**src/hdl/vec_pkg.sv**
```systemverilog
// constants and types for the video encoder mode-control register bank
// assumes: one 10 MHz clock, synchronous active-high reset
`default_nettype none
package vec_pkg;

    // register subaddresses on the two-wire port
    localparam logic [7:0] SUB_SFS      = 8'h00;
    localparam logic [7:0] SUB_OMC      = 8'h01;
    localparam logic [7:0] SUB_GVC      = 8'h02;
    localparam logic [7:0] SUB_DTC      = 8'h03;
    localparam logic [7:0] RD_UNMAPPED  = 8'h00;

    // reset values
    localparam logic [7:0] SFS_RST      = 8'h00;
    localparam logic [7:0] OMC_RST      = 8'h00;
    localparam logic [7:0] GVC_RST      = 8'h00;
    localparam logic [7:0] DTC_RST      = 8'h00;
    localparam logic [7:0] DTC_WR_MASK  = 8'hfc;

    // standard_filter_select fields
    localparam int         STD_LO       = 0;
    localparam logic [1:0] STD_NTSC     = 2'h0;

    // output_mode_control fields
    localparam int         INTERLACE_B  = 0;
    localparam int         CAP_LO       = 1;
    localparam int         PD_C_B       = 3;
    localparam int         PD_D_B       = 4;
    localparam int         PD_B_B       = 5;
    localparam int         PD_A_B       = 6;
    localparam int         COLOR_BAR_B  = 7;

    // genlock_video_control fields
    localparam int         SQUARE_B     = 0;
    localparam int         GL_INPUT_B   = 1;
    localparam int         GL_TYPE_B    = 2;
    localparam int         LINE_LEN_B   = 3;
    localparam int         CHROMA_B     = 4;
    localparam int         BURST_B      = 5;

    // dac_teletext_control fields
    localparam int         VBI_B        = 2;
    localparam int         DAC_SW_B     = 3;
    localparam int         DAC4_B       = 4;
    localparam int         TTX_EN_B     = 5;
    localparam int         TTX_MODE_B   = 6;
    localparam int         DEF_COLOR_B  = 7;

    // caption field codes
    localparam logic [1:0] CAP_ODD      = 2'h1;
    localparam logic [1:0] CAP_EVEN     = 2'h2;
    localparam logic [1:0] CAP_BOTH     = 2'h3;

    // active pixels per line
    localparam logic [9:0] PIX_DIGITAL  = 10'h2d0;
    localparam logic [9:0] PIX_AN_NTSC  = 10'h2c6;
    localparam logic [9:0] PIX_AN_PAL   = 10'h2be;

    // colour bar levels in tenths of a percent
    localparam logic [9:0] LVL_75       = 10'h2ee;
    localparam logic [9:0] LVL_7P5      = 10'h04b;
    localparam logic [9:0] LVL_100      = 10'h3e8;
    localparam logic [9:0] LVL_0        = 10'h000;

    // dac source codes
    localparam logic [2:0] SRC_OFF      = 3'h0;
    localparam logic [2:0] SRC_CVBS     = 3'h1;
    localparam logic [2:0] SRC_BLUE_U   = 3'h2;
    localparam logic [2:0] SRC_RED_V    = 3'h3;
    localparam logic [2:0] SRC_GREEN_Y  = 3'h4;
    localparam logic [2:0] SRC_CHROMA   = 3'h5;

    localparam logic [2:0] BYTE_LAST    = 3'h7;
    localparam logic       SDA_LOW      = 1'b0;
    localparam logic       PIN_IDLE     = 1'b0;
    localparam logic       LINE_IDLE    = 1'b1;

    typedef enum logic [3:0] {
        ST_IDLE, ST_ADDR, ST_ADDR_ACK, ST_SUB, ST_SUB_ACK,
        ST_WDATA, ST_WDATA_ACK, ST_RDATA, ST_RDATA_ACK
    } vec_link_e;

endpackage : vec_pkg
`default_nettype wire

```
**src/hdl/vec_dac_slot.sv**
```systemverilog
// one dac output slot: registered source select with power-down
// assumes: source code chosen by the mode-control block
`timescale 1ns/1ps
`default_nettype none
module vec_dac_slot
    import vec_pkg::*;
(
    input  wire logic       i_clk,
    input  wire logic       i_sys_rst,
    input  wire logic [2:0] i_src,
    input  wire logic       i_power_down,
    output logic      [2:0] o_src,
    output logic            o_power_on
);

    typedef struct packed {
        logic [2:0] src;
        logic       on;
    } vec_slot_s;

    vec_slot_s q;
    vec_slot_s n;

    always_comb begin
        n    = q;
        n.on = ~i_power_down;
        n.src = i_power_down ? SRC_OFF : i_src;
    end

    always_ff @(posedge i_clk) begin
        if (i_sys_rst) begin
            q <= '0;
        end else begin
            q <= n;
        end
    end

    assign o_src      = q.src;
    assign o_power_on = q.on;
endmodule // vec_dac_slot
`default_nettype wire

```
**src/hdl/vec_mode_ctrl.sv**
```systemverilog
// mode-control register bank of a pal/ntsc video encoder
// assumes: two-wire serial lines sampled on i_clk (10 MHz, far faster
// than the serial clock); sda is open drain, bus pull-up outside
`timescale 1ns/1ps
`default_nettype none
////////////////////////////////////////////////////////////////////////
// Operation
// interlace select acts only while composite output mode is active
// caption field select picks odd, even or both fields
// four dac power-down bits, one per dac
// power-down bit 0 keeps dac on, 1 switches it off
// colour bar bit makes test bars, ntsc 75/7.5/75/7.5, pal 100/0/75/0
// colour bars force master timing whatever the master select
// square pixel only in slave mode; host supplies matching clock
// genlock input enable 1 turns the shared pin into an input
// genlock type 0: pin falling edge resets subcarrier to field 0
// genlock type 1: pin is a real-time control input
// line length 0 gives 720 pixels, 1 gives 710 ntsc or 702 pal
// chrominance enable gates colour information
// burst enable gates colour burst
// two revision bits read only, writes ignored
// vbi pass-through passes or blanks vertical blanking data
// dac switching bit selects scart-style output arrangement
// in yuv output fourth dac carries composite at 0, chroma at 1
// teletext inserted only while teletext enable is 1
// request mode 0 holds request high, 1 gives bitwise request
// zero pixels show code 00000000 colour at 0, black at 1
module vec_mode_ctrl
    import vec_pkg::*;
#(
    parameter logic [6:0] DEV_ADDR  = 7'h6a,
    parameter logic [1:0] REV_CODE  = 2'h1  // arbitrary value
) (
    input  wire logic        i_clk,
    input  wire logic        i_sys_rst,
    input  wire logic        i_scl,
    input  wire logic        i_sda,
    output logic             o_sda_out,
    output logic             o_sda_oe,
    input  wire logic        i_composite_mode,
    input  wire logic        i_yuv_mode,
    input  wire logic        i_master_select,
    input  wire logic        i_scr_pin,
    output logic             o_scr_pin_out,
    output logic             o_scr_pin_oe,
    input  wire logic        i_ttx_pin,
    input  wire logic        i_ttx_bit_req,
    output logic             o_ttx_request,
    output logic             o_ttx_data,
    output logic             o_interlace_en,
    output logic             o_caption_odd,
    output logic             o_caption_even,
    output logic [3:0][2:0]  o_dac_src,
    output logic [3:0]       o_dac_power_on,
    output logic             o_color_bar_en,
    output logic [3:0][9:0]  o_bar_levels,
    output logic             o_master_mode,
    output logic             o_square_pixel,
    output logic             o_subcarrier_reset,
    output logic             o_rtc_valid,
    output logic             o_rtc_data,
    output logic [9:0]       o_active_pixels,
    output logic             o_chroma_en,
    output logic             o_burst_en,
    output logic             o_vbi_pass,
    output logic             o_zero_is_black
);

    typedef struct packed {
        vec_link_e  st;
        logic [7:0] sh;
        logic [2:0] cnt;
        logic       done;
        logic       rw;
        logic       nack;
        logic [7:0] ptr;
        logic       sda_oe;
        logic       scl_q;
        logic       sda_q;
        logic       pin_q;
        logic [7:0] sfs;
        logic [7:0] omc;
        logic [7:0] gvc;
        logic [7:0] dtc;
        logic       interlace;
        logic       cap_odd;
        logic       cap_even;
        logic       master;
        logic       square;
        logic       pin_oe;
        logic       sc_reset;
        logic       rtc_valid;
        logic       rtc_data;
        logic       ttx_data;
    } vec_state_s;

    vec_state_s q;
    vec_state_s n;

    logic       scl_rise;
    logic       scl_fall;
    logic       bus_start;
    logic       bus_stop;
    logic [7:0] rd_data;
    logic       is_ntsc;
    logic [1:0] cap_sel;
    logic       gl_input;
    logic       gl_type;
    logic       ttx_en;
    logic [3:0][2:0] dac_route;
    logic [3:0]      dac_pd;

    ////////////////////////////////////////////////////////////////////
    // two-wire link conditions, from the previous sample of each line
    assign scl_rise  = i_scl & ~q.scl_q;
    assign scl_fall  = ~i_scl & q.scl_q;
    assign bus_start = i_scl & q.scl_q & q.sda_q & ~i_sda;
    assign bus_stop  = i_scl & q.scl_q & ~q.sda_q & i_sda;

    // revision bits come from the parameter, never from storage
    assign rd_data = (q.ptr == SUB_SFS) ? q.sfs :
                     (q.ptr == SUB_OMC) ? q.omc :
                     (q.ptr == SUB_GVC) ? q.gvc :
                     (q.ptr == SUB_DTC) ? {q.dtc[7:2], REV_CODE} :
                     RD_UNMAPPED;

    assign is_ntsc  = (q.sfs[STD_LO +: 2] == STD_NTSC);
    assign cap_sel  = q.omc[CAP_LO +: 2];
    assign gl_input = q.gvc[GL_INPUT_B];
    assign gl_type  = q.gvc[GL_TYPE_B];
    assign ttx_en   = q.dtc[TTX_EN_B];

    ////////////////////////////////////////////////////////////////////
    always_comb begin
        n       = q;
        n.scl_q = i_scl;
        n.sda_q = i_sda;
        n.pin_q = i_scr_pin;
        if (bus_stop) begin
            n.st     = ST_IDLE;
            n.sda_oe = 1'b0;
        end else if (bus_start) begin
            n.st     = ST_ADDR;
            n.cnt    = '0;
            n.done   = 1'b0;
            n.sda_oe = 1'b0;
        end else if (scl_rise) begin
            case (q.st)
                ST_ADDR, ST_SUB, ST_WDATA: begin
                    n.sh   = {q.sh[6:0], i_sda};
                    n.cnt  = q.cnt + 3'h1;
                    n.done = (q.cnt == BYTE_LAST);
                end
                ST_RDATA_ACK: begin
                    n.nack = i_sda;
                end
                default: begin
                    n.nack = q.nack;
                end
            endcase
        end else if (scl_fall) begin
            // sda only changes while scl is low
            case (q.st)
                ST_ADDR: begin
                    if (q.done) begin
                        n.done = 1'b0;
                        if (q.sh[7:1] == DEV_ADDR) begin
                            n.rw     = q.sh[0];
                            n.st     = ST_ADDR_ACK;
                            n.sda_oe = 1'b1;
                        end else begin
                            n.st = ST_IDLE;
                        end
                    end
                end
                ST_SUB: begin
                    if (q.done) begin
                        n.done   = 1'b0;
                        n.ptr    = q.sh;
                        n.st     = ST_SUB_ACK;
                        n.sda_oe = 1'b1;
                    end
                end
                ST_WDATA: begin
                    if (q.done) begin
                        n.done = 1'b0;
                        case (q.ptr)
                            SUB_SFS: n.sfs = q.sh;
                            SUB_OMC: n.omc = q.sh;
                            SUB_GVC: n.gvc = q.sh;
                            SUB_DTC: n.dtc = q.sh & DTC_WR_MASK;
                            default: n.sfs = q.sfs;
                        endcase
                        n.ptr    = q.ptr + 8'h01;
                        n.st     = ST_WDATA_ACK;
                        n.sda_oe = 1'b1;
                    end
                end
                ST_ADDR_ACK: begin
                    n.cnt = '0;
                    if (q.rw) begin
                        n.st     = ST_RDATA;
                        n.sh     = rd_data;
                        n.ptr    = q.ptr + 8'h01;
                        n.sda_oe = ~rd_data[7];
                    end else begin
                        n.st     = ST_SUB;
                        n.sda_oe = 1'b0;
                    end
                end
                ST_SUB_ACK, ST_WDATA_ACK: begin
                    n.st     = ST_WDATA;
                    n.cnt    = '0;
                    n.sda_oe = 1'b0;
                end
                ST_RDATA: begin
                    if (q.cnt == BYTE_LAST) begin
                        n.st     = ST_RDATA_ACK;
                        n.sda_oe = 1'b0;
                    end else begin
                        n.sh     = {q.sh[6:0], 1'b0};
                        n.cnt    = q.cnt + 3'h1;
                        n.sda_oe = ~q.sh[6];
                    end
                end
                ST_RDATA_ACK: begin
                    // host nack ends the read burst
                    if (q.nack) begin
                        n.st = ST_IDLE;
                    end else begin
                        n.st     = ST_RDATA;
                        n.sh     = rd_data;
                        n.ptr    = q.ptr + 8'h01;
                        n.cnt    = '0;
                        n.sda_oe = ~rd_data[7];
                    end
                end
                default: begin
                    n.st = ST_IDLE;
                end
            endcase
        end

        // video-side controls
        n.interlace = q.omc[INTERLACE_B] & i_composite_mode;
        n.cap_odd   = (cap_sel == CAP_ODD) | (cap_sel == CAP_BOTH);
        n.cap_even  = (cap_sel == CAP_EVEN) | (cap_sel == CAP_BOTH);
        n.master    = q.omc[COLOR_BAR_B] | i_master_select;
        n.square    = q.gvc[SQUARE_B] & ~n.master;
        n.pin_oe    = ~gl_input;
        n.sc_reset  = gl_input & ~gl_type & q.pin_q & ~i_scr_pin;
        n.rtc_valid = gl_input & gl_type;
        n.rtc_data  = gl_input & gl_type & i_scr_pin;
        n.ttx_data  = ttx_en & i_ttx_pin;
    end

    always_ff @(posedge i_clk) begin
        if (i_sys_rst) begin
            q       <= '0;
            q.st    <= ST_IDLE;
            // lines idle high; a zero here would fake an scl edge
            q.scl_q <= LINE_IDLE;
            q.sda_q <= LINE_IDLE;
            q.sfs   <= SFS_RST;
            q.omc   <= OMC_RST;
            q.gvc   <= GVC_RST;
            q.dtc   <= DTC_RST;
        end else begin
            q <= n;
        end
    end

    ////////////////////////////////////////////////////////////////////
    // dac routing; index 0..3 is dac a..d
    always_comb begin
        dac_route[0] = SRC_CVBS;
        dac_route[1] = SRC_BLUE_U;
        dac_route[2] = SRC_RED_V;
        dac_route[3] = SRC_GREEN_Y;
        if (q.dtc[DAC_SW_B]) begin
            dac_route[0] = SRC_GREEN_Y;
            dac_route[3] = SRC_CVBS;
        end
        if (i_yuv_mode) begin
            dac_route[3] = q.dtc[DAC4_B] ? SRC_CHROMA : SRC_CVBS;
        end
    end

    // power-down bits are not in dac order in the register
    assign dac_pd = {q.omc[PD_D_B], q.omc[PD_C_B],
                     q.omc[PD_B_B], q.omc[PD_A_B]};

    for (genvar g = 0; g < 4; g++) begin : g_dac
        vec_dac_slot u_slot (
            .i_clk        (i_clk),
            .i_sys_rst    (i_sys_rst),
            .i_src        (dac_route[g]),
            .i_power_down (dac_pd[g]),
            .o_src        (o_dac_src[g]),
            .o_power_on   (o_dac_power_on[g])
        );
    end

    ////////////////////////////////////////////////////////////////////
    assign o_sda_out          = SDA_LOW;
    assign o_sda_oe           = q.sda_oe;
    assign o_scr_pin_out      = PIN_IDLE;
    assign o_scr_pin_oe       = q.pin_oe;
    // mode 0 asks continuously; nothing is asked while disabled
    assign o_ttx_request      = ttx_en &
                                (q.dtc[TTX_MODE_B] ? i_ttx_bit_req : 1'b1);
    assign o_ttx_data         = q.ttx_data;
    assign o_interlace_en     = q.interlace;
    assign o_caption_odd      = q.cap_odd;
    assign o_caption_even     = q.cap_even;
    assign o_color_bar_en     = q.omc[COLOR_BAR_B];
    assign o_bar_levels       = is_ntsc ?
                                {LVL_7P5, LVL_75, LVL_7P5, LVL_75} :
                                {LVL_0, LVL_75, LVL_0, LVL_100};
    assign o_master_mode      = q.master;
    assign o_square_pixel     = q.square;
    assign o_subcarrier_reset = q.sc_reset;
    assign o_rtc_valid        = q.rtc_valid;
    assign o_rtc_data         = q.rtc_data;
    assign o_active_pixels    = ~q.gvc[LINE_LEN_B] ? PIX_DIGITAL :
                                is_ntsc ? PIX_AN_NTSC : PIX_AN_PAL;
    assign o_chroma_en        = q.gvc[CHROMA_B];
    assign o_burst_en         = q.gvc[BURST_B];
    assign o_vbi_pass         = q.dtc[VBI_B];
    assign o_zero_is_black    = q.dtc[DEF_COLOR_B];
endmodule // vec_mode_ctrl
`default_nettype wire

```
**config.mk**
```make
export PLATFORM = sky130hd
export DESIGN_NAME = vec_mode_ctrl
export DESIGN_NICKNAME = d
export VERILOG_FILES = /design/src/hdl/vec_pkg.sv /design/src/hdl/vec_dac_slot.sv /design/src/hdl/vec_mode_ctrl.sv
export SDC_FILE = /design/constraint.sdc
export NUM_CORES = 1
export LEC_CHECK = 0
export ABC_CLOCK_PERIOD_IN_PS = 2300
export BUFFER_PORTS_ARGS = -buffer_cell sky130_fd_sc_hd__buf_2
export CAP_MARGIN = 40
export CORE_ASPECT_RATIO = 0.8
export CORE_MARGIN = 4
export CORE_UTILIZATION = 45
export DETAILED_ROUTE_END_ITERATION = 10
export GPL_ROUTABILITY_DRIVEN = 0
export PLACE_DENSITY = 0.75
export SYNTH_ARGS = -nofsm -noshare
export SYNTH_HDL_FRONTEND = slang
export SYNTH_SLANG_ARGS = --single-unit
export TNS_END_PERCENT = 30
```
**constraint.sdc**
```tcl
create_clock -name i_clk -period 2.3 [get_ports i_clk]
set_input_delay 0.115 -clock i_clk [delete_from_list [all_inputs] [get_ports i_clk]]
set_output_delay 0.115 -clock i_clk [all_outputs]
set_load 0.005 [all_outputs]
```
### After elaboration in Yosys (flattened, before gate mapping)

Index checks and enable logic that the tools add are counted.

| word-level totals | value |
|---|---|
| output and inout bits | 85 |
| flip-flop bits (word level) | 86 |
| logic and storage cells | 185 |
| input bits | 10 |

| operators by class | value |
|---|---|
| bitwise operators | 36 |
| reductions and logical operators | 31 |
| mux-type cells | 47 |
| equal/unequal tests | 35 |
| add/subtract/negate cells | 2 |

Operators by type and width:

| kind | count |
|---|---|
| $mux 8 | 6 |
| $mux 37 | 1 |
| $reduce_and 7->1 | 5 |
| $pmux 8 s4 | 1 |
| $pmux 4 s7 | 1 |
| $mux 9 | 3 |
| $mux 12 | 2 |
| $pmux 8 s3 | 1 |
| $mux 11 | 2 |
| $ne 3x3->1 const B | 7 |
| $mux 4 | 5 |
| $mux 3 | 6 |
| $reduce_and 6->1 | 3 |
| $not 1->1 | 17 |
| $and 1x1->1 | 16 |
| $eq 4x3->1 const B | 4 |
| $eq 8x2->1 const B | 2 |
| $reduce_and 8->1 | 2 |
| $mux 14 | 1 |
| $mux 7 | 2 |
| $ne 2x2->1 const B | 7 |
| $reduce_bool 4->1 | 3 |
| $mux 1 | 10 |
| $reduce_or 2->1 | 5 |
| other kinds (27) | 39 |

### Depth between registers and ports, before layout

Gate-level depths: netlist of the first run.

| logic depth | value |
|---|---|
| depth after elaboration | 10 |
| depth in mapped cells | 8 |
| gate-level depth less buffers | 7 |

### By module

A second synthesis of the first run with hierarchy kept.

| unflattened totals | value |
|---|---|
| cell total of the unflattened synthesis | 522 |
| area, all modules | 4,545.6 um^2 |

By module, submodules not included:

| module | area an instance (um^2) | cells an instance | instances | seq. area each (um^2) |
|---|---|---|---|---|
| vec_mode_ctrl | 4,120.2 | 490 | 1 | 1,401.3 |
| vec_dac_slot | 106.4 | 8 | 4 | 80.1 |

### Least setup slack after synthesis of the first run

OpenSTA, ideal clock, no wires.

| timing | value |
|---|---|
| path kind | reg2reg |
| start | reg q[44] in the netlist's numbering |
| end | reg q[15] in the netlist's numbering |
| buffers on the path | 0 |
| stages on the path, launching flop included | 8 |
| data required time | 2.172 ns |
| arrival time | 1.765 ns |
| slack | 0.408 ns |
| path through | dfxtp_1 -> inv_1 -> ha_1 -> nand2b_1 -> a211oi_2 -> nand3_1 -> mux2i_1 -> nor2_1 |

| between the ends | value |
|---|---|
| cells in the longest elaborated chain, start to end | 5 |

RTL lines:

| element | line | source |
|---|---|---|
| start: declaration | vec_mode_ctrl.sv:97 | `vec_state_s q;` |
| start signal: assignment | vec_mode_ctrl.sv:269 | `q <= n;` |
| $and 1x1->1 | vec_mode_ctrl.sv:117, vec_mode_ctrl.sv:118 |  |
| $and 1x1->1, on equally long branches (2 in series) | vec_mode_ctrl.sv:118, vec_mode_ctrl.sv:117 |  |
| $not 1->1 (no source line) | -- |  |
| $reduce_and 7->1 (no source line) (*) | -- |  |

Mark *: on every way between the ends. The rest lies on a longest branch, timed or not.
A chain may end at the register's enable or synchronous reset.

### Worst setup path after layout of the first run

| timing | value |
|---|---|
| start | reg q[71] in the netlist's numbering |
| end | reg q[61] in the netlist's numbering |

| between the ends | value |
|---|---|
| cells in the longest elaborated chain, start to end | 4 |

RTL lines:

| element | line | source |
|---|---|---|
| $eq 4x3->1 (tied with other cells) | vec_mode_ctrl.sv:148 | `case (q.st)` |
| $reduce_or 3->1 / $pmux 8 s3 (equally long branches) | vec_mode_ctrl.sv:148, vec_mode_ctrl.sv:163 |  |
| $ne 2x1->1 (no source line) / $mux 14 (equally long branches) | -- |  |
| $reduce_and 8->1 (no source line) / $mux 12 (equally long branches) | -- |  |

Parallel ways exist; a longest one is shown, timed or not. The select of a mux whose other input is x is not followed.

==> results of run 1 <==
## cells in the mapped netlist (3+ instances only)
library cell,instances,area (sq um)
sky130_fd_sc_hd__nand2b_1,4,25.0
sky130_fd_sc_hd__and3b_1,3,26.3
sky130_fd_sc_hd__nor3b_1,4,30.0
sky130_fd_sc_hd__o22ai_1,3,18.8
sky130_fd_sc_hd__buf_2,5,25.0
sky130_fd_sc_hd__nand3_2,3,30.0
sky130_fd_sc_hd__nand2_1,29,109
sky130_fd_sc_hd__o311ai_0,6,52.6
sky130_fd_sc_hd__nor2_1,66,248
sky130_fd_sc_hd__nand3_1,11,55.1
sky130_fd_sc_hd__nor2b_1,14,87.6
sky130_fd_sc_hd__a21o_1,3,22.5
sky130_fd_sc_hd__a32oi_1,5,43.8
sky130_fd_sc_hd__buf_4,62,465
sky130_fd_sc_hd__a31oi_1,6,37.5
sky130_fd_sc_hd__and3_1,8,50.1
sky130_fd_sc_hd__ha_1,9,113
sky130_fd_sc_hd__o21ai_0,15,75.1
sky130_fd_sc_hd__mux2i_1,35,350
sky130_fd_sc_hd__nand4_1,3,18.8
sky130_fd_sc_hd__a22oi_1,3,22.5
sky130_fd_sc_hd__buf_1,4,15.0
sky130_fd_sc_hd__clkbuf_1,18,67.6
sky130_fd_sc_hd__nor4bb_1,3,30.0
sky130_fd_sc_hd__nor3_1,13,65.1
sky130_fd_sc_hd__o31ai_1,9,67.6
sky130_fd_sc_hd__dfxtp_1,78,1560
sky130_fd_sc_hd__a211oi_1,11,82.6
sky130_fd_sc_hd__a21oi_1,18,90.1
sky130_fd_sc_hd__inv_1,14,52.6
## state kept, by name, indices dropped and copies added (netlist names), 2 cells and up
| register | cells |
|---|---|
| g_dac.u_slot.o_src | 6 |
| g_dac.u_slot.o_power_on | 2 |
| cap_sel | 2 |
| q | 46 |
| dac_pd | 4 |
## area by class of cell
class | count | area (sq um)
tap | 119 | 149
clock buffer | 11 | 253
fill | 884 | 4700
multi-input combinational | 374 | 2370
sequential | 78 | 1560
clock inverter | 4 | 70.1
timing repair buffer | 77 | 458
inverter | 14 | 52.6
## through the flow
| step | util [%] | instances |
|---|---|---|
| 6_report | 51.1 | 677 |
| 3_5_place_dp | 47.5 | 661 |
| 4_1_cts | 51.0 | 677 |
| 5_1_grt | 51.1 | 677 |
| 2_1_floorplan | - | 557 |
| 3_3_place_gp | 47.5 | 661 |
## worst max-delay path, stage by stage (launching register included)
cell	delay [ns]
sky130_fd_sc_hd__dfxtp_1	0.56
sky130_fd_sc_hd__or3b_1	0.41
sky130_fd_sc_hd__a211o_1	0.30
sky130_fd_sc_hd__a221oi_4	0.29
sky130_fd_sc_hd__buf_12	0.19
sky130_fd_sc_hd__nor2_1	0.05
sky130_fd_sc_hd__a211oi_1	0.21
## where the power goes
group / leakage [nW] / internal (mW) / switching (mW)
Clock: 0.161 / 0.998 / 0.520
Combinational: 1.45 / 0.0710 / 0.141
Sequential: 0.633 / 1.37 / 0.0198
Total: 2.25 / 2.44 / 0.681
## per-layer routing
| metal | vias up | track usage [%] |
|---|---|---|
| met4 | 0 | 6.06 |
| met1 | 1804 | 26.9 |
| met2 | 145 | 29.5 |
| met3 | 15 | 4.62 |
| li1 | 1812 | - |
| met5 | - | 0 |
## worst paths after layout
check                           startpoint  cells after the start                        to
worst max register to register       q[71]                      6                     q[61]
worst min-delay path             i_ttx_pin                      2                o_ttx_data
worst max-delay path                 q[71]                      6                     q[61]
worst min register to register   dac_pd[2]                      1  g_dac[2].u_slot.o_src[0]
## cells in the final DEF (no fill, tap or decap), types with 14 or more instances in the layout
cell type,synthesis,routed
sky130_fd_sc_hd__nor2b_1,14,14
sky130_fd_sc_hd__nor2_1,66,66
sky130_fd_sc_hd__a21oi_1,18,18
sky130_fd_sc_hd__inv_1,14,14
sky130_fd_sc_hd__buf_4,62,21
sky130_fd_sc_hd__buf_2,5,54
sky130_fd_sc_hd__conb_1,2,40
sky130_fd_sc_hd__dfxtp_1,78,78
sky130_fd_sc_hd__o21ai_0,15,14
sky130_fd_sc_hd__nand2_1,29,29
sky130_fd_sc_hd__mux2i_1,35,35
## cells by family after synthesis
kind of cell               count (synthesis)  synth area share (%)
adders and majority gates                  9                  2.55
other                                      2                 0.170
and+or+nand+nor                          180                  21.1
AOI/OAI and AO/OA                        106                  17.5
buffers and inverters                    105                  14.5
xor gates and xnor gates                   3                 0.595
DFF                                       78                  35.4
muxes                                     36                  8.19
## timing repair
| item | in CTS | in global routing |
|---|---|---|
| setup endpoints to repair | 0 | 11 |
| hold buffers | 1 | 0 |
| gates resized for setup | 0 | 4 |
| hold endpoints to repair | 1 | 0 |
| buffers inserted | 0 | 0 |
==> run summary, run 1 <==
STATUS
------------------------------------------------------------------------
Status ....................................................    completed

CTS
------------------------------------------------------------------------
TritonCTS clock tree ......................................         done
Clk Tree Root Cell ........................................ sky130_fd_sc_hd__clkbuf_16
Number of H-tree branching levels .........................            3
Buffer depth of the longest clock path ....................            2
Clock insertion delay at the later pin of the skew report .      0.33 ns
CTS clock-pin slew for the worst setup and hold paths .....      0.06 ns
Total clock sinks .........................................           78
Number of buffers added by the clock tree synthesis step ..            9

GLOBAL ROUTING
------------------------------------------------------------------------
Antenna violations before repair ..........................            0
Largest net degree at the start of global routing .........           60
Global-route wire length before repair ....................     18000 um
Total GRT Usage ...........................................        19.3%
Overflow after GRT ........................................            0
Vias in the first global route ............................         3537

DIE
------------------------------------------------------------------------
# rows ....................................................           32
Initial core utilization ..................................        46.0%
Core Area ................................................. 0.00961 sq mm
Number of top-level pins ..................................           95
DIE AREA .................................................. 0.0115 sq mm
Vertical extent of the die ................................      96.6 um
Die W .....................................................       119 um

DRT
------------------------------------------------------------------------
Avg WL per Cell ...........................................      16.3 um
Remaining routing DRC violations ..........................            0
Final ANT Viol Nets .......................................            0
Top sig layer .............................................         met4
Routed WL .................................................     11000 um
DR pass1 iterations .......................................            5
Met3 Routed Length ........................................       684 um
Initial DRC count .........................................          389
Met1 routed wirelength after detailed routing .............      5070 um
Average vias per placed instance ..........................         5.58
Metal2 WL .................................................      5090 um
Vias ......................................................         3776

TIMING
------------------------------------------------------------------------
Slew at the pin closest to its max-slew limit .............     0.616 ns
Slew HR ...................................................        58.9%
Fin. max-slew vios ........................................            0
Min setup slack post-route ................................     0.207 ns
Time the worst path needs with I/O delays and setup .......      2.09 ns
Fmax ......................................................    0.478 GHz
Final setup viols .........................................            0
RSZ-0062 raised after global routing ......................           no
Hold Slack ................................................    0.0199 ns
Final hold vios ...........................................            0
Period utilization ........................................        91.0%
Clk_skew ..................................................   0.00581 ns
Setup_tns .................................................         0 ns

SYNTHESIS
------------------------------------------------------------------------
Seq/Total Area, Yosys .....................................        35.4%
Number of synthesized register bits .......................           78
Distinct cell type count after synthesis ..................           68
Synth async-reset ratio ...................................           0%
Number of cells produced by synthesis .....................          519
Post-synth EDFFs ..........................................            0
Dominant synthesized flop cell ............................ sky130_fd_sc_hd__dfxtp_1
Post-Syn Area ............................................. 0.00442 sq mm
Total of warnings raised by yosys .........................            0
Average instance area after synthesis .....................   8.51 sq um

SETUP PATH
------------------------------------------------------------------------
Nature of the critical path startpoint ....................         flop
Required time reported for the critical path endpoint .....      2.54 ns
CP Max Fanout .............................................           16
Critical path start-end classification .................... flop to flop
Kind of capture point of the worst setup path .............         flop
Arrival time of the worst setup path ......................      2.34 ns
Worst R2R Setup Slack .....................................      0.21 ns

PLACED DESIGN
------------------------------------------------------------------------
DP Area ................................................... 0.00457 sq mm
Buffers on Ports ..........................................           54
Post-detailed-placement half-perimeter wirelength .........      7880 um
Place WS ..................................................     0.147 ns

CELLS AND AREA
------------------------------------------------------------------------
Area Growth Syn to Fin ....................................        11.3%
Nets ......................................................          573
Fin area .................................................. 0.00491 sq mm
Share of cells above drive strength 1 .....................        19.2%
# diodes ..................................................            0

POWER AND IR DROP
------------------------------------------------------------------------
Static power due to leakage ...............................      2.25 nW
Maximum ir drop on the vdd rail ...........................     0.623 mV
Power consumption .........................................      3.12 mW
PD cells ..................................................  635 mW/mm^2

RUN
------------------------------------------------------------------------
Reported max-cap violation count ..........................            0

WORST HOLD PATH
------------------------------------------------------------------------
Hold Path Class ........................................... input pin to flop

Power figures use the tool's default switching activity.
==> run 2: changes to the inputs <==
--- a/config.mk
+++ b/config.mk
@@ -8,11 +8,11 @@
 export ABC_CLOCK_PERIOD_IN_PS = 2300
 export BUFFER_PORTS_ARGS = -buffer_cell sky130_fd_sc_hd__buf_2
 export CAP_MARGIN = 40
-export CORE_ASPECT_RATIO = 0.8
 export CORE_MARGIN = 4
 export CORE_UTILIZATION = 45
 export DETAILED_ROUTE_END_ITERATION = 10
 export GPL_ROUTABILITY_DRIVEN = 0
+export GPL_TIMING_DRIVEN = 0
 export PLACE_DENSITY = 0.75
 export SYNTH_ARGS = -nofsm -noshare
 export SYNTH_HDL_FRONTEND = slang
==> run 2 against run 1 <==
Effect of this change:
- clock-buffer cell count decreased by 2
- first-iteration DRC count down 12%
- sequential power about the same
- critical path type unchanged
- critical endpoint is now o_sda_oe
- largest power group is now sequential cells
==> run summary, run 2 (synthesized netlist as in run 1, its figures left out) <==
TIMING
------------------------------------------------------------------------
Final hold vios ...........................................            0   unchanged
Min setup slack post-route ................................    0.0897 ns   was 0.207 ns
Period utilization ........................................        96.1%   was 91.0%
RSZ-0062 raised after global routing ......................          yes   was no
Final setup viols .........................................            0   unchanged
Fin. max-slew vios ........................................            0   unchanged
Slew at the pin closest to its max-slew limit .............     0.670 ns   was 0.616 ns
Time the worst path needs with I/O delays and setup .......      2.21 ns   was 2.09 ns
Fmax ......................................................    0.452 GHz   was 0.478 GHz
Clk_skew ..................................................    0.0139 ns   was 0.00581 ns
Setup_tns .................................................         0 ns   unchanged
Slew HR ...................................................        55.2%   was 58.9%

SETUP PATH
------------------------------------------------------------------------
Slowest stage delay, CP ...................................      0.39 ns   was 0.56 ns
Nature of the critical path startpoint ....................         flop   unchanged
CP Max Fanout .............................................           10   was 16
Critical Path Start .......................................        q[47]   was q[71]
Slowest stage cell, crit path ............................. sky130_fd_sc_hd__o31ai_1   was sky130_fd_sc_hd__dfxtp_1
List of cells traversed by the critical path .............. inv_1 -> ha_1 -> clkbuf_1 -> nor2_1 -> o211a_1 -> o31ai_1 -> o2111a_1 -> nor3_1   was or3b_1 -> a211o_1 -> a221oi_4 -> buf_12 -> nor2_1 -> a211oi_1
Kind of capture point of the worst setup path .............         flop   unchanged
Critical path start-end classification .................... flop to flop   unchanged
Arrival time of the worst setup path ......................      2.47 ns   was 2.34 ns
RR Startpoint .............................................        q[47]   was q[71]
Required time reported for the critical path endpoint .....      2.56 ns   was 2.54 ns

DIE
------------------------------------------------------------------------
Core Area ................................................. 0.00942 sq mm   was 0.00961 sq mm
Vertical extent of the die ................................       107 um   was 96.6 um
DIE AREA .................................................. 0.0115 sq mm   about the same
Initial core utilization ..................................        46.9%   was 46.0%
# rows ....................................................           35   was 32
Die W .....................................................       107 um   was 119 um
Number of top-level pins ..................................           95   unchanged

CELLS AND AREA
------------------------------------------------------------------------
Final core area utilization ...............................        55.9%   was 51.1%
Register with the most flip-flops .........................            q   unchanged
Commonest non-fill, non-tap cells in the layout ........... sky130_fd_sc_hd__dfxtp_1 (78), sky130_fd_sc_hd__nor2_1 (66), sky130_fd_sc_hd__buf_4 (62), sky130_fd_sc_hd__buf_2 (60), sky130_fd_sc_hd__conb_1 (40)   was sky130_fd_sc_hd__dfxtp_1 (78), sky130_fd_sc_hd__nor2_1 (66), sky130_fd_sc_hd__buf_2 (54), sky130_fd_sc_hd__conb_1 (40), sky130_fd_sc_hd__mux2i_1 (35)
# diodes ..................................................            0   unchanged
Area Growth Syn to Fin ....................................        19.3%   was 11.3%
Fillers ...................................................          867   was 884
Nets ......................................................          646   was 573
Flip-flop count of the largest register after layout ......           46   unchanged
Share of cells above drive strength 1 .....................        24.8%   was 19.2%
Most common cell after layout, fill and taps aside ........ sky130_fd_sc_hd__dfxtp_1   unchanged

DRT
------------------------------------------------------------------------
Initial DRC count .........................................          342   was 389
Final ANT Viol Nets .......................................            0   unchanged
Met3 Routed Length ........................................      1030 um   was 684 um
Top sig layer .............................................         met4   unchanged
DR pass1 iterations .......................................            5   unchanged
Average vias per placed instance ..........................         5.44   was 5.58
Met1 routed wirelength after detailed routing .............      4760 um   was 5070 um
Routed WL .................................................     11800 um   was 11000 um
Metal2 WL .................................................      5750 um   was 5090 um
Vias ......................................................         4140   was 3776
Remaining routing DRC violations ..........................            0   unchanged
Avg WL per Cell ...........................................      15.5 um   was 16.3 um

PLACED DESIGN
------------------------------------------------------------------------
Post-detailed-placement half-perimeter wirelength .........      8610 um   was 7880 um
Buffers on Ports ..........................................           53   was 54
Place WS ..................................................   0.00147 ns   was 0.147 ns

STATUS
------------------------------------------------------------------------
Status ....................................................    completed   unchanged

CTS
------------------------------------------------------------------------
CTS clock-pin slew for the worst setup and hold paths .....      0.09 ns   was 0.06 ns
Buffer depth of the longest clock path ....................            2   unchanged
Clk Tree Root Cell ........................................ sky130_fd_sc_hd__clkbuf_8   was sky130_fd_sc_hd__clkbuf_16
Clock insertion delay at the later pin of the skew report .      0.37 ns   was 0.33 ns
Number of H-tree branching levels .........................            3   unchanged
Total clock sinks .........................................           78   unchanged
TritonCTS clock tree ......................................         done   unchanged
Number of buffers added by the clock tree synthesis step ..            9   unchanged

GLOBAL ROUTING
------------------------------------------------------------------------
Vias in the first global route ............................         3974   was 3537
Antenna violations before repair ..........................            0   unchanged
Largest net degree at the start of global routing .........           17   was 60
Global-route wire length before repair ....................     18900 um   was 18000 um
Total GRT Usage ...........................................        20.4%   was 19.3%
Overflow after GRT ........................................            0   unchanged

POWER AND IR DROP
------------------------------------------------------------------------
PD cells ..................................................  507 mW/mm^2   was 635 mW/mm^2
Maximum ir drop on the vdd rail ...........................     0.318 mV   was 0.623 mV
Static power due to leakage ...............................      2.44 nW   was 2.25 nW

WORST HOLD PATH
------------------------------------------------------------------------
Hold path startpoint ......................................   i_yuv_mode   was i_ttx_pin
Hold Path Class ........................................... input pin to flop   unchanged

RUN
------------------------------------------------------------------------
Reported max-cap violation count ..........................            0   unchanged

-- run 2: routing by layer --
metal | track usage, % | vias to the layer above
li1 | - | 1954
met1 | 24.7 | 1917
met2 | 34.8 | 239
met3 | 4.70 | 30
met4 | 8.22 | 0
met5 | 0 | -
-- run 2: path summary, 6_finish.rpt --
kind	end	slack, ns	depth (start not counted)
hold / removal	g_dac[3].u_slot.o_src[0]	0.04	3
setup / recovery	o_sda_oe	0.09	8
hold reg to reg	g_dac[2].u_slot.o_src[0]	0.45	1
setup reg to reg	o_sda_oe	0.09	8
-- run 2: area by class of cell --
cell class | count | area [sq um] | share of cell area [%]
Multi-Input combinational cell | 374 | 2390 | 45.4
Sequential cell | 78 | 1560 | 29.7
Buffer | 91 | 592 | 11.2
Timing Repair Buffer | 59 | 320 | 6.08
Tap cell | 129 | 161 | 3.06
Clock buffer | 9 | 124 | 2.35
Clock inverter | 7 | 63.8 | 1.21
Inverter | 14 | 52.6 | 0.998
-- run 2: power breakdown --
| group | internal [mW] | switching, mW |
|---|---|---|
| Clock | 0.418 | 0.583 |
| Sequential | 1.37 | 0.0120 |
| Combinational | 0.120 | 0.168 |
-- run 2: critical path: cells and delay by family (launching register included) --
family                     cells  cell delay [ns]
AOI/OAI and AO/OA              3             0.82
adders and majority gates      1             0.22
DFF                            1             0.35
and+or+nand+nor                2             0.24
buffers and inverters          2             0.47
-- run 2: through the flow --
stage	area [sq um]	total power, mW	hold WS (ns)	instances
global route	5270	2.78	0.0828	761
CTS	5230	2.67	0.0332	761
finish	5270	2.67	0.0440	761
global placement	4980	1.67	0.350	739
floorplan	4560	1.61	0.222	557
detailed placement	4990	1.68	0.345	740
-- run 2: timing repair --
| action | in CTS | in global routing |
|---|---|---|
| endpoints found under the hold margin | 6 | 0 |
| hold buffers | 5 | 0 |
| cloned | 0 | 0 |
| setup endpoints to repair | 1 | 40 |
| buffers inserted | 0 | 0 |
| resized for setup | 1 | 10 |
| pin swaps | 0 | 1 |
==> run 3: changes to the inputs <==
--- a/config.mk
+++ b/config.mk
@@ -5,6 +5,7 @@
 export SDC_FILE = /design/constraint.sdc
 export NUM_CORES = 1
 export LEC_CHECK = 0
+export ABC_AREA = 1
 export ABC_CLOCK_PERIOD_IN_PS = 2300
 export BUFFER_PORTS_ARGS = -buffer_cell sky130_fd_sc_hd__buf_2
 export CAP_MARGIN = 40
==> run 3 against run 2 <==
Effect of this change:
- via count is 0.92% lower
- utilization decreased by 0.14 points
- sequential share of layout area rose by 0.21 points
- clock power grew 13%
- setup slack gained 0.17 ns
- fmax grew 8.4%
- highest routed layer unchanged
- worst hold slack better by 0.14 ns
- first-iteration DRC count fell by 20%
- clock-buffer cell count is the same
- design area decreased by 0.71%
==> run summary, run 3 <==
DRT
---------------------------------------------------------------------------------
Avg WL per Cell ....................................................      13.0 um   was 15.5 um
Initial DRC count ..................................................          274   was 342
Vias ...............................................................         4102   was 4140
Remaining routing DRC violations ...................................            0   unchanged
DR pass1 iterations ................................................            5   unchanged
Final ANT Viol Nets ................................................            0   unchanged
Average vias per placed instance ...................................         4.89   was 5.44
Routed WL ..........................................................     10900 um   was 11800 um

TIMING
---------------------------------------------------------------------------------
Fin. max-slew vios .................................................            0   unchanged
Slew HR ............................................................        43.8%   was 55.2%
Fmax ...............................................................    0.491 GHz   was 0.452 GHz
Final setup viols ..................................................            0   unchanged
Time the worst path needs with I/O delays and setup ................      2.04 ns   was 2.21 ns
Setup_tns ..........................................................         0 ns   unchanged
Slew at the pin closest to its max-slew limit ......................     0.839 ns   was 0.670 ns
Final hold vios ....................................................            0   unchanged
RSZ-0062 raised after global routing ...............................           no   was yes
Clk_skew ...........................................................   0.00864 ns   was 0.0139 ns
Period utilization .................................................        88.6%   was 96.1%

GLOBAL ROUTING
---------------------------------------------------------------------------------
Global-route wire length before repair .............................     17800 um   was 18900 um
Largest net degree at the start of global routing ..................           14   was 17
Antenna violations before repair ...................................            0   unchanged
Vias in the first global route .....................................         3747   was 3974
Total GRT Usage ....................................................        19.6%   was 20.4%
Overflow after GRT .................................................            0   unchanged

POWER AND IR DROP
---------------------------------------------------------------------------------
Maximum ir drop on the vdd rail ....................................     0.337 mV   was 0.318 mV
Share of power burned in registers .................................        46.3%   was 51.7%
Static power due to leakage ........................................      2.54 nW   was 2.44 nW
Comb pwr share .....................................................        16.5%   was 10.8%
Switching power total ..............................................     0.861 mW   was 0.763 mW
Power Internal .....................................................      2.18 mW   was 1.91 mW
Clock group share of total power ...................................        37.2%   was 37.5%
Switch share .......................................................        28.3%   was 28.6%
PD cells ...........................................................  582 mW/mm^2   was 507 mW/mm^2
Power consumption ..................................................      3.04 mW   was 2.67 mW

SETUP PATH
---------------------------------------------------------------------------------
RR Startpoint ......................................................        q[44]   was q[47]
Capture point of the worst reg-to-reg path .........................        q[24]   was o_sda_oe
Worst R2R Setup Slack ..............................................      0.29 ns   was 0.09 ns
List of cells traversed by the critical path ....................... dlygate4sd3_1 -> buf_2 -> inv_1 -> ha_2 -> inv_2 -> nor2_8 -> inv_2 -> nor3_4 -> nand2_4 -> nor2_4 -> buf_6 -> o21ai_0 -> a21oi_1   was inv_1 -> ha_1 -> clkbuf_1 -> nor2_1 -> o211a_1 -> o31ai_1 -> o2111a_1 -> nor3_1
Bufs and invs on worst path ........................................            6   was 2
Cell repeated most along the worst path ............................ sky130_fd_sc_hd__inv_2
Critical path start-end classification ............................. input pin to flop   was flop to flop
Cell type group with the largest total delay on the critical path .. buffers and inverters   was compound AO/OA/AOI/OAI gates
Arrival time of the worst setup path ...............................      2.34 ns   was 2.47 ns
Kind of capture point of the worst setup path ......................         flop   unchanged
Slowest stage cell, crit path ...................................... sky130_fd_sc_hd__dlygate4sd3_1   was sky130_fd_sc_hd__o31ai_1
Reg2reg path depth .................................................           10   was 8
Slowest stage delay, CP ............................................      0.52 ns   was 0.39 ns
Required time reported for the critical path endpoint ..............      2.60 ns   was 2.56 ns
Nature of the critical path startpoint .............................    input pin   was flop
CP Max Fanout ......................................................           10   unchanged

SYNTHESIS
---------------------------------------------------------------------------------
Number of cells produced by synthesis ..............................          597   was 519
Library cell occupying the most area in the post-synthesis netlist . sky130_fd_sc_hd__dfxtp_1   unchanged
Distinct cell type count after synthesis ...........................           41   was 68
Library cell with the highest instance count after synthesis ....... sky130_fd_sc_hd__nand2_1   was sky130_fd_sc_hd__dfxtp_1
Post-Syn Area ...................................................... 0.00438 sq mm   was 0.00442 sq mm
Fraction of post-synthesis cell area in the top cell type by area ..        35.7%   was 35.4%
Cells taking the most area after synthesis ......................... sky130_fd_sc_hd__dfxtp_1 (36%), sky130_fd_sc_hd__buf_4 (11%), sky130_fd_sc_hd__a21oi_1 (7.9%), sky130_fd_sc_hd__nand2_1 (7.6%), sky130_fd_sc_hd__o21ai_0 (6.9%)   was sky130_fd_sc_hd__dfxtp_1 (35%), sky130_fd_sc_hd__buf_4 (11%), sky130_fd_sc_hd__mux2i_1 (7.9%), sky130_fd_sc_hd__nor2_1 (5.6%), sky130_fd_sc_hd__ha_1 (2.6%)
Dominant synthesized flop cell ..................................... sky130_fd_sc_hd__dfxtp_1   unchanged
Most numerous cell types in the synthesized netlist ................ sky130_fd_sc_hd__nand2_1 (89), sky130_fd_sc_hd__dfxtp_1 (78), sky130_fd_sc_hd__a21oi_1 (69)   was sky130_fd_sc_hd__dfxtp_1 (78), sky130_fd_sc_hd__nor2_1 (66), sky130_fd_sc_hd__buf_4 (62)
Average instance area after synthesis ..............................   7.33 sq um   was 8.51 sq um
Total of warnings raised by yosys ..................................            0   unchanged
Post-synth EDFFs ...................................................            0   unchanged
Seq/Total Area, Yosys ..............................................        35.7%   was 35.4%
Number of synthesized register bits ................................           78   unchanged
Synth async-reset ratio ............................................           0%   unchanged

DIE
---------------------------------------------------------------------------------
Vertical extent of the die .........................................       107 um   about the same
# rows .............................................................           35   unchanged
Initial core utilization ...........................................        46.7%   was 46.9%
Number of top-level pins ...........................................           95   unchanged
Core Area .......................................................... 0.00937 sq mm   was 0.00942 sq mm
Die W ..............................................................       107 um   about the same
DIE AREA ........................................................... 0.0114 sq mm   was 0.0115 sq mm

CTS
---------------------------------------------------------------------------------
Number of H-tree branching levels ..................................            3   unchanged
Clk Tree Root Cell ................................................. sky130_fd_sc_hd__clkbuf_8   unchanged
CTS clock-pin slew for the worst setup and hold paths ..............      0.08 ns   was 0.09 ns
Total clock sinks ..................................................           78   unchanged
Number of buffers added by the clock tree synthesis step ...........            9   unchanged
TritonCTS clock tree ...............................................         done   unchanged
Number of post-CTS setup repair buffers ............................            0   unchanged
Clock insertion delay at the later pin of the skew report ..........      0.36 ns   was 0.37 ns
Buffer depth of the longest clock path .............................            2   unchanged

CELLS AND AREA
---------------------------------------------------------------------------------
Multi-input gate area in the final layout .......................... 0.00212 sq mm   was 0.00239 sq mm
Share of cells above drive strength 1 ..............................        25.4%   was 24.8%
Area Growth Syn to Fin .............................................        19.5%   was 19.3%
Nets ...............................................................          725   was 646
Commonest non-fill, non-tap cells in the layout .................... sky130_fd_sc_hd__nand2_1 (89), sky130_fd_sc_hd__dfxtp_1 (78), sky130_fd_sc_hd__a21oi_1 (69), sky130_fd_sc_hd__buf_4 (63), sky130_fd_sc_hd__inv_1 (61)   was sky130_fd_sc_hd__dfxtp_1 (78), sky130_fd_sc_hd__nor2_1 (66), sky130_fd_sc_hd__buf_4 (62), sky130_fd_sc_hd__buf_2 (60), sky130_fd_sc_hd__conb_1 (40)
Register with the most flip-flops ..................................            q   unchanged
Fillers ............................................................          896   was 867
Flip-flop count of the largest register after layout ...............           46   unchanged
Area used by sequential logic in the layout ........................ 0.00156 sq mm   unchanged
# diodes ...........................................................            0   unchanged
Most common cell after layout, fill and taps aside ................. sky130_fd_sc_hd__nand2_1   was sky130_fd_sc_hd__dfxtp_1
Fin area ........................................................... 0.00523 sq mm   was 0.00527 sq mm

WORST HOLD PATH
---------------------------------------------------------------------------------
Worst hold path stage count ........................................            2   was 3
Worst Hold Path EP ................................................. g_dac[3].u_slot.o_power_on   was g_dac[3].u_slot.o_src[0]
Hold path startpoint ...............................................    i_sys_rst   was i_yuv_mode
Hold Path Class .................................................... input pin to flop   unchanged

RUN
---------------------------------------------------------------------------------
Reported max-cap violation count ...................................            0   unchanged

PLACED DESIGN
---------------------------------------------------------------------------------
DP Area ............................................................ 0.00494 sq mm   was 0.00499 sq mm
Post-detailed-placement half-perimeter wirelength ..................      8140 um   was 8610 um
Buffers on Ports ...................................................           53   unchanged

STATUS
---------------------------------------------------------------------------------
Status .............................................................    completed   unchanged

## run 3: how the worst max path moves through the flow
stage,startpoint,to,cells after the start
2_1_floorplan,q[44],o_color_bar_en,10
3_3_place_gp,q[44],q[24],10
3_5_place_dp,q[44],q[24],10
4_1_cts,i_scl,q[24],13
5_1_grt,i_scl,o_zero_is_black,13
6_report,i_scl,q[24],13
## run 3: timing repair
action | in CTS | in global routing
hold buffers | 7 | 0
resized for setup | 0 | 1
endpoints found under the setup margin | 0 | 1
hold endpoints to repair | 9 | 0
## run 3: area by class of cell
class,count,area share (%)
buffer,79,11.0
clock buffer,9,2.37
clock inverter,6,1.68
inverter,70,5.07
multi-input combinational,408,40.6
sequential,78,29.9
tap,129,3.09
timing repair buffer,60,6.41
## run 3: cell families (layout without fill, tap and decap cells)
logic type	after synthesis	count (layout)	share of synthesized area (%)
buf+inv	149	224	19.2
flops	78	78	35.7
compound gates	151	151	18.6
xor+xnor	4	4	0.801
other cells	2	40	0.172
simple gates	204	204	23.0
fa+ha+maj	9	9	2.57
## run 3: through the flow
| step | utilization, % | hold WS [ns] | cells | setup WS (ns) |
|---|---|---|---|---|
| 2_1_floorplan | - | 0.192 | 635 | 0.577 |
| 3_3_place_gp | 52.8 | 0.299 | 817 | 0.367 |
| 3_5_place_dp | 52.8 | 0.320 | 817 | 0.310 |
| 4_1_cts | 55.8 | 0.155 | 839 | 0.244 |
| 5_1_grt | 55.8 | 0.186 | 839 | 0.0417 |
| 6_report | 55.8 | 0.183 | 839 | 0.262 |
## run 3: power groups by stage
stage | Combinational (mW) | Sequential [mW] | Clock [mW]
final | 0.503 | 1.41 | 1.13
after floorplan | 0.380 | 1.44 | 0
after CTS | 0.495 | 1.41 | 1.15
after global placement | 0.477 | 1.44 | 0
after global routing | 0.563 | 1.41 | 1.21
after detailed placement | 0.485 | 1.44 | 0
## run 3: layer usage
| layer | GRT usage [%] | routed length (um) |
|---|---|---|
| met5 | 0 | 0 |
| met4 | 7.58 | 307 |
| met3 | 5.60 | 1100 |
| met2 | 32.5 | 5040 |
| met1 | 24.0 | 4490 |
